$ cat config.mk
export PLATFORM = sky130hd
export DESIGN_NAME = ssc_step_config
export DESIGN_NICKNAME = d
export VERILOG_FILES = /design/src/ssc_pkg.sv /design/src/ssc_gain_decode.sv /design/src/ssc_input_decode.sv /design/src/ssc_step_config.sv
export SDC_FILE = /design/constraint.sdc
export NUM_CORES = 1
export LEC_CHECK = 0
export BUFFER_PORTS_ARGS = -buffer_cell sky130_fd_sc_hd__buf_2
export CORE_MARGIN = 2
export CORE_UTILIZATION = 41
export CTS_CLUSTER_SIZE = 20
export DETAILED_ROUTE_END_ITERATION = 8
export GPL_ROUTABILITY_DRIVEN = 0
export GPL_TIMING_DRIVEN = 1
export PLACE_DENSITY = 0.79
export SKIP_CTS_REPAIR_TIMING = 1
export SKIP_LAST_GASP = 1
export SLEW_MARGIN = 30
export SYNTH_ARGS = -nofsm -noshare
export SYNTH_HDL_FRONTEND = slang
export SYNTH_HIERARCHICAL = 1
export SYNTH_SLANG_ARGS = --single-unit
$ cat constraint.sdc
create_clock -name CLK -period 2.11 [get_ports CLK]
set_clock_uncertainty 0.05 [all_clocks]
set_input_delay 0.422 -clock CLK [delete_from_list [all_inputs] [get_ports CLK]]
set_output_delay 0.422 -clock CLK [all_outputs]
set_load 0.03 [all_outputs]
$ cat src/ssc_pkg.sv
// package: register map, field layout and mux codes of the step-five configuration register
package ssc_pkg;
    // ****************************************************************
    // register map
    // ****************************************************************
    localparam logic [7:0]  STEP_FIVE_CFG_ADDR   = 8'h95;
    localparam logic [15:0] STEP_FIVE_CFG_RESET  = 16'h0005;
    localparam logic [15:0] STEP_FIVE_CFG_WMASK  = 16'hE01F;
    localparam logic [15:0] UNMAPPED_READ_VALUE  = 16'h0000;
    // ****************************************************************
    // field positions
    // ****************************************************************
    localparam int EN_BIT     = 15;
    localparam int GAIN_HI    = 14;
    localparam int GAIN_LO    = 13;
    localparam int NEG_BIT    = 4;
    localparam int POS_HI     = 3;
    localparam int POS_LO     = 0;
    // ****************************************************************
    // gain and input codes
    // ****************************************************************
    typedef enum logic [2:0] {
        SSC_GAIN_1 = 3'b001,
        SSC_GAIN_2 = 3'b010,
        SSC_GAIN_4 = 3'b100
    } ssc_gain_t;
    localparam logic [3:0] POS_TEMP_SENSOR = 4'h8;
    localparam logic [3:0] POS_SHORT_GND   = 4'h9;
    localparam logic [3:0] POS_TEST_SOURCE = 4'hA;
    localparam logic [3:0] POS_ANALOG_PWR  = 4'hE;
    localparam logic [3:0] POS_DIGITAL_PWR = 4'hF;
    localparam int         SUPPLY_DIVIDE   = 103;
endpackage

$ cat src/ssc_gain_decode.sv
// gain field decoder
`timescale 1ns/100ps
`default_nettype none
module ssc_gain_decode (
    input  wire logic [1:0]       code,
    output ssc_pkg::ssc_gain_t    gain
);
    // 00 -> 1, 01 -> 2, 10 and 11 -> 4
    assign gain = (code == 2'h0) ? ssc_pkg::SSC_GAIN_1 :
                  (code == 2'h1) ? ssc_pkg::SSC_GAIN_2 : ssc_pkg::SSC_GAIN_4;
endmodule // ssc_gain_decode
`default_nettype wire

$ cat src/ssc_input_decode.sv
// input multiplexer decoder
`timescale 1ns/100ps
`default_nettype none
module ssc_input_decode (
    input  wire logic [3:0] pos_code,
    input  wire logic       neg_sel,
    output logic      [7:0] pos_ext_onehot,
    output logic            pos_temp_sensor,
    output logic            pos_short_gnd,
    output logic            pos_test_source,
    output logic            pos_analog_pwr,
    output logic            pos_digital_pwr,
    output logic            neg_auto,
    output logic            neg_ground,
    output logic            neg_input_7
);
    wire logic external_pos;
    // ****************************************************************
    // positive side
    // ****************************************************************
    assign external_pos = ~pos_code[3];
    genvar i;
    generate
        for (i = 0; i < 8; i++) begin : g_ext
            assign pos_ext_onehot[i] = external_pos && (pos_code[2:0] == 3'(i));
        end
    endgenerate
    assign pos_temp_sensor = (pos_code == ssc_pkg::POS_TEMP_SENSOR);
    assign pos_short_gnd   = (pos_code == ssc_pkg::POS_SHORT_GND);
    assign pos_test_source = (pos_code == ssc_pkg::POS_TEST_SOURCE);
    assign pos_analog_pwr  = (pos_code == ssc_pkg::POS_ANALOG_PWR);
    assign pos_digital_pwr = (pos_code == ssc_pkg::POS_DIGITAL_PWR);
    // ****************************************************************
    // negative side
    // ****************************************************************
    assign neg_auto    = pos_code[3];
    assign neg_ground  = external_pos && !neg_sel;
    assign neg_input_7 = external_pos && neg_sel;
endmodule // ssc_input_decode
`default_nettype wire

$ cat src/ssc_step_config.sv
// step-five configuration register of the auxiliary converter sequencer
//
// Operation
// - bit 15 includes step five in the sequence when set.
// - gain bits 14:13 give 1, 2, 4, 4 for codes 00..11.
// - bit 4 picks negative input: 0 analog ground, 1 analog input 7.
// - positive codes 0000..0111 route analog inputs 0 to 7.
// - codes 1000, 1001, 1010 pick temperature sensor, ground short, test source.
// - codes 1110, 1111 pick analog and digital supply divided by 103.
// - internal positive sources choose negative input automatically, ignoring bit 4.
`timescale 1ns/100ps
`default_nettype none
module ssc_step_config (
    input  wire logic        CLK,
    input  wire logic        RST,
    input  wire logic [7:0]  ADDR,
    input  wire logic [15:0] WDATA,
    input  wire logic        WR,
    input  wire logic        RD,
    output logic      [15:0] RDATA,
    output logic             STEP_INCLUDE_ENABLE,
    output logic      [2:0]  STEP_GAIN_ONEHOT,
    output logic      [7:0]  POS_EXTERNAL_ONEHOT,
    output logic             POS_TEMP_SENSOR,
    output logic             POS_SHORT_GND,
    output logic             POS_TEST_SOURCE,
    output logic             POS_ANALOG_PWR,
    output logic             POS_DIGITAL_PWR,
    output logic             NEG_AUTO,
    output logic             NEG_ANALOG_GROUND,
    output logic             NEG_ANALOG_INPUT_7
);
    // ****************************************************************
    // register and bus decode
    // ****************************************************************
    logic [15:0]        cfg_reg;
    logic [15:0]        cfg_next;
    logic [15:0]        cfg_load;
    logic [15:0]        rdata_reg;
    logic [15:0]        rdata_next;
    logic [18:0]        dec_reg;
    wire  logic [18:0]  dec_next;
    wire  logic         hit;
    wire  ssc_pkg::ssc_gain_t gain_next;
    wire  logic [7:0]   ext_next;
    wire  logic         temp_next;
    wire  logic         short_next;
    wire  logic         test_next;
    wire  logic         analog_power_supply_next;
    wire  logic         digital_power_supply_next;
    wire  logic         auto_next;
    wire  logic         gnd_next;
    wire  logic         in7_next;

    assign hit        = (ADDR == ssc_pkg::STEP_FIVE_CFG_ADDR);
    assign cfg_next   = (WR && hit) ? (WDATA & ssc_pkg::STEP_FIVE_CFG_WMASK) : cfg_reg;
    assign rdata_next = (RD && hit) ? (cfg_reg & ssc_pkg::STEP_FIVE_CFG_WMASK)
                                    : ssc_pkg::UNMAPPED_READ_VALUE;

    always_ff @(posedge CLK) begin
        if (RST) begin
            cfg_reg   <= ssc_pkg::STEP_FIVE_CFG_RESET;
            rdata_reg <= ssc_pkg::UNMAPPED_READ_VALUE;
        end else begin
            cfg_reg   <= cfg_next;
            rdata_reg <= rdata_next;
        end
    end

    assign RDATA               = rdata_reg;
    assign STEP_INCLUDE_ENABLE = cfg_reg[ssc_pkg::EN_BIT];

    // ****************************************************************
    // field decoders, registered beside the configuration word
    // ****************************************************************
    // decode the value being loaded, reset included, so selects change with the register
    assign cfg_load = RST ? ssc_pkg::STEP_FIVE_CFG_RESET : cfg_next;
    assign dec_next = {gain_next, ext_next, temp_next, short_next, test_next,
                       analog_power_supply_next, digital_power_supply_next, auto_next, gnd_next, in7_next};

    always_ff @(posedge CLK) begin
        dec_reg <= dec_next;
    end

    assign STEP_GAIN_ONEHOT    = dec_reg[18:16];
    assign POS_EXTERNAL_ONEHOT = dec_reg[15:8];
    assign POS_TEMP_SENSOR     = dec_reg[7];
    assign POS_SHORT_GND       = dec_reg[6];
    assign POS_TEST_SOURCE     = dec_reg[5];
    assign POS_ANALOG_PWR      = dec_reg[4];
    assign POS_DIGITAL_PWR     = dec_reg[3];
    assign NEG_AUTO            = dec_reg[2];
    assign NEG_ANALOG_GROUND   = dec_reg[1];
    assign NEG_ANALOG_INPUT_7  = dec_reg[0];

    ssc_gain_decode u_gain (
        .code (cfg_load[ssc_pkg::GAIN_HI:ssc_pkg::GAIN_LO]),
        .gain (gain_next)
    );

    ssc_input_decode u_input (
        .pos_code        (cfg_load[ssc_pkg::POS_HI:ssc_pkg::POS_LO]),
        .neg_sel         (cfg_load[ssc_pkg::NEG_BIT]),
        .pos_ext_onehot  (ext_next),
        .pos_temp_sensor (temp_next),
        .pos_short_gnd   (short_next),
        .pos_test_source (test_next),
        .pos_analog_pwr  (analog_power_supply_next),
        .pos_digital_pwr (digital_power_supply_next),
        .neg_auto        (auto_next),
        .neg_ground      (gnd_next),
        .neg_input_7     (in7_next)
    );
endmodule // ssc_step_config
`default_nettype wire

==> results.md, run 1 <==
* Largest net degree at the start of global routing at 18
* Async SR Flop Fraction at 0%
* Area Overhead vs Synth at 22.2%
* Hold Startpoint: WDATA[15]
* Drt wl/cell at 11.1 um
* Vias per Instance at 4.34
* Vias in the first global route at 799
* CP endpoint kind: flip-flop
* Final setup fails at 0
* Initial antenna violation count at 0
* Clock buffer depth at 2
* Die Width at 61.5 um
* Status: finished clean
* Leakage at 0.769 nW
* Number of routed nets with antenna violations at 0
* Die ar. at 3790 um^2
* Post-synthesis sequential area ratio at 51.6%
* Syn Area/Cell at 12.8 um^2
* # rows at 20
* Maxcap violations at 0
* Met3 WL at 124 um
* RSZ-0062 raised after global routing: no
* Metal2 WL at 1190 um
* Syn Std Cell Area at 1360 um^2
* #FFs+latches synth at 35
* VDD IR-drop max at 0.000414 V
* Int Pwr at 0.000842 W
* Top sig layer: met4
* Fraction of layout cells with a size suffix above 1 at 43.9%
* Final Non-Filler Cells at 201
* Total CTS buffers at 5
* Clk network pwr share at 32.7%
* Sw Share at 21.8%
* PD cells at 649 nW/um^2
* Max-slew violations at 0
* Worst-path fanout max at 17
* Cells on worst reg2reg path at 4
* Cell count after synthesis at 106
* Max FFs per register at 19
* Final nets at 185
* Vias at 872
* Fin Setup TNS at 0 ns
* CP arrival at 1.83 ns
* # IOs at 64
* R2r startpoint: cfg_reg[3]
* Commonest non-fill, non-tap cell in the layout: buf_2
* H-tree levels at 2
* Comb power frac at 5.9%
* Total global-route track usage at 13.5%
* TritonRoute pass-1 iters at 4
* Hold Crit Endpoint: cfg_reg[15]
* Clock transition at path regs at 0.10 ns
* Clk Latency, worst-skew pair at 0.33 ns
* DRT iter0 DRCs at 12
* R2R setup slack at 0.92 ns
* Gr ovfl total at 0
* DIE HEIGHT at 61.5 um
* WL final at 2230 um
* Critical path class: in2reg
* Sequential power share at 61.4%
* Ys flop type: dfxtp_1
* Commonest cells after routing, fill and taps aside: buf_2 (47), dfxtp_1 (35), nand2b_1 (12)
* Switch Pwr at 0.000234 W
* Clock sinks at 35
* Final Cycle Share at 78.8%
* Synth Warn # at 6
* Data required, critical path at 2.28 ns
* Worst hold-check path type: in2reg
* DRC Markers at 0
* Number of port buffers at 47
* TritonCTS clock tree: built
* Root buffer cell: clkbuf_4
* Post-synth cell types at 21
* Post-synth EDFFs at 0
* Placed cells at 194
* Hold Vio Cnt, Final at 0
* Worst R2R End: dec_reg[15]
* Core ar. at 3100 um^2
* Hold Path Depth at 3
* Initial core utilization at 43.7%
* M1 WL at 859 um
* Highest clock rate at 0.601 GHz
* Nature of the critical path startpoint: primary input
* ANT cells at 0
* First-pass GRT wire length at 3550 um
* Min Tclk post-route at 1.66 ns
* Hpwl dp at 1650 um
* Hold Slack at 0.294 ns
[stage by stage]
stage          util [%]  setup slack [ns]  instance area (um^2)  power (W)
4_1_cts            53.5             0.460                  1660    0.00109
2_1_floorplan         -            0.0872                  1380   0.000728
6_report           53.5             0.447                  1660    0.00108
3_5_place_dp       51.7             0.103                  1600   0.000739
3_3_place_gp       51.7             0.156                  1600   0.000739
5_1_grt            53.5             0.339                  1660    0.00113
[how the worst max path moves through the flow]
| stage | slack (ns) | endpoint | startpoint | cells after the start |
|---|---|---|---|---|
| final | 0.45 | dec_reg[15] | ADDR[3] | 6 |
| after global routing | 0.34 | dec_reg[14] | ADDR[3] | 6 |
| after CTS | 0.46 | dec_reg[15] | ADDR[3] | 6 |
| after detailed placement | 0.10 | dec_reg[15] | ADDR[3] | 6 |
| after global placement | 0.16 | dec_reg[6] | ADDR[3] | 6 |
| after floorplan | 0.09 | dec_reg[7] | ADDR[3] | 5 |
[power groups by stage]
stage | registers [W] | clock network [W] | logic, W
final | 0.000661 | 0.000352 | 0.0000632
after global routing | 0.000661 | 0.000400 | 0.0000681
after CTS | 0.000661 | 0.000369 | 0.0000630
after detailed placement | 0.000676 | 0 | 0.0000630
after global placement | 0.000676 | 0 | 0.0000625
after floorplan | 0.000677 | 0 | 0.0000514
[layout make-up]
type	count	area (um^2)
repair buffers	52	273
multi-input cells	61	553
clock inverters	1	5.00
flip-flops and latches	35	701
inverters	2	21.3
fillers	301	1440
well taps	44	55.1
clock buffers	6	51.3
[worst max-delay path, stage by stage]
cell	delay (ns)
buf_2	0.10
nand4bb_4	0.25
nor3_4	0.34
mux2i_1	0.25
buf_4	0.25
and4b_1	0.21
[per-layer routing]
| layer | up-vias | track usage, % |
|---|---|---|
| li1 | 436 | - |
| met5 | - | 0 |
| met2 | 28 | 22.9 |
| met4 | 0 | 7.29 |
| met1 | 403 | 14.1 |
| met3 | 5 | 5.88 |
[synthesized netlist by cell type, types with 2 or more instances]
| cell type | instances | share of area (%) |
|---|---|---|
| buf_4 | 12 | 6.6 |
| and4b_1 | 2 | 1.5 |
| and4bb_1 | 5 | 4.6 |
| nor2_1 | 6 | 1.7 |
| clkbuf_1 | 2 | 0.55 |
| nand2b_1 | 12 | 5.5 |
| nor4b_4 | 3 | 5.3 |
| mux2i_1 | 8 | 5.9 |
| nor2b_1 | 2 | 0.92 |
| and2_1 | 8 | 3.7 |
| nand4bb_4 | 2 | 4.1 |
| dfxtp_1 | 35 | 52 |
[cells by family (layout without fill, tap and decap cells)]
logic type,after synthesis,after routing,synth area share (%)
buffers and inverters,17,61,9.59
DFF,35,35,51.6
muxes,8,8,5.90
other,1,8,0.276
and+or+nand+nor,45,45,32.6
(Power assumes the default switching activity.)
==> run 2, diff against run 1 <==
CORE_UTILIZATION = 45   (was 41)
PLACE_DENSITY = 0.82   (was 0.79)
clock period = 1.6 ns   (was 2.11 ns; I/O delays follow)
==> results.md, run 2 (synthesis gave the netlist of run 1 again) <==
* DRT iter0 DRCs at 10
* Total CTS buffers at 5
* Total global-route track usage at 14.5%
* Comb power frac at 6.2%
* Area Overhead vs Synth at 25.1%
* Clk network pwr share at 31.4%
* Number of routed nets with antenna violations at 0
* CP endpoint kind: flip-flop
* Top sig layer: met4
* Initial antenna violation count at 0
* Worst R2R End: dec_reg[7]
* Vias in the first global route at 832
* TritonCTS clock tree: built
* Status: finished with violations
* TritonRoute pass-1 iters at 5
* Hold Startpoint: WDATA[15]
* Worst-path fanout max at 14
* PD cells at 823 nW/um^2
* Fin Setup TNS at 0 ns
* Hold Path Depth at 3
* Cells on worst reg2reg path at 5
* M1 WL at 841 um
* Vias at 893
* Final Cycle Share at 94.9%
* Largest net degree at the start of global routing at 18
* Root buffer cell: clkbuf_4
* Hold Vio Cnt, Final at 0
* CP arrival at 1.69 ns
* Clock transition at path regs at 0.10 ns
* Drt wl/cell at 11.7 um
* Metal2 WL at 1270 um
* Nature of the critical path startpoint: primary input
* Sw Share at 22.7%
* Design area at 1700 um^2
* ANT cells at 0
* DIE HEIGHT at 58.9 um
* Clock buffer depth at 2
* Data required, critical path at 1.77 ns
* R2r startpoint: cfg_reg[2]
* Int Pwr at 0.00108 W
* Final setup fails at 0
* Commonest cells after routing, fill and taps aside: buf_2 (47), dfxtp_1 (35), nand2b_1 (12), buf_4 (10)
* Clk Latency, worst-skew pair at 0.33 ns
* Fin worst setup slack at 0.0812 ns
* RSZ-0062 raised after global routing: no
* Highest clock rate at 0.658 GHz
* Final nets at 191
* Worst hold-check path type: in2reg
* Sequential power share at 62.4%
* R2R setup slack at 0.43 ns
* Initial core utilization at 48.4%
* # IOs at 64
* VDD IR-drop max at 0.000443 V
* H-tree levels at 2
* Crit. Startpoint: ADDR[3]
* Hold Crit Endpoint: cfg_reg[15]
* Pre-CTS WS at -0.256 ns
* Hpwl dp at 1760 um
* First-pass GRT wire length at 3620 um
* Maxcap violations at 0
* Post-DP Area at 1650 um^2
* Total Power at 0.00140 W
* Die ar. at 3470 um^2
* WL final at 2290 um
* Gr ovfl total at 0
* Clock sinks at 35
* Leakage at 0.797 nW
* Switch Pwr at 0.000317 W
* Vias per Instance at 4.58
* Number of port buffers at 47
* Min Tclk post-route at 1.52 ns
* Failing checks: design-rule violations
* # rows at 19
* DRC Markers at 4
* Die Width at 58.9 um
* Critical path class: in2reg
* Max FFs per register at 19
* Met3 WL at 140 um
* Core ar. at 2810 um^2
* Commonest non-fill, non-tap cell in the layout: buf_2
* Max-slew violations at 0
* Fraction of layout cells with a size suffix above 1 at 45.7%
==> run 2: cell types whose count changed in the layout (fill, tap and decap cells not counted) <==
cell	previous run	this run
buf_12	0	1
buf_4	5	10
clkbuf_1	0	2
mux2i_1	8	7
clkbuf_8	1	0
mux2i_2	0	1
==> run 2: layout make-up <==
| type | count | area [um^2] |
|---|---|---|
| Tap cell | 31 | 38.8 |
| Clock buffer | 7 | 45.0 |
| Sequential cell | 35 | 701 |
| Fill cell | 215 | 1110 |
| Multi-Input combinational cell | 61 | 557 |
| Clock inverter | 1 | 5.00 |
| Inverter | 2 | 21.3 |
| Timing Repair Buffer | 58 | 330 |
==> run 2: through the flow <==
step                      utilization [%]  hold WS [ns]  instances
after floorplan                         -         0.381        113
after global placement               58.7         0.386        187
after detailed placement             58.7         0.394        187
after CTS                            60.5         0.189        195
after global routing                 60.5         0.188        195
final                                60.5         0.199        195
==> run 2: power groups by stage <==
stage	sequential [W]	clock, W	combinational [W]
after CTS	0.000872	0.000455	0.0000878
after floorplan	0.000893	0	0.0000681
after detailed placement	0.000892	0	0.0000876
after global placement	0.000892	0	0.0000848
after global routing	0.000872	0.000493	0.0000934
final	0.000871	0.000439	0.0000872
==> run 2: layer usage <==
layer | vias to the layer above | GRT usage [%]
li1 | 451 | -
met1 | 412 | 14.0
met2 | 26 | 25.9
met3 | 4 | 6.81
met4 | 0 | 6.82
met5 | - | 0
==> run 2: critical path, stage by stage <==
cell       delay (ns)
buf_2            0.10
nand4bb_4        0.24
nor3_4           0.19
buf_4            0.19
mux2i_1          0.19
buf_4            0.23
and4bb_1         0.23
==> run 2: how the worst max path moves through the flow <==
stage | cells after the start | slack, ns | end
after floorplan | 5 | -0.26 | dec_reg[7]
after global placement | 7 | -0.21 | dec_reg[14]
after detailed placement | 7 | -0.26 | dec_reg[14]
after CTS | 7 | 0.09 | dec_reg[14]
after global routing | 7 | 0.04 | dec_reg[14]
final | 7 | 0.08 | dec_reg[14]
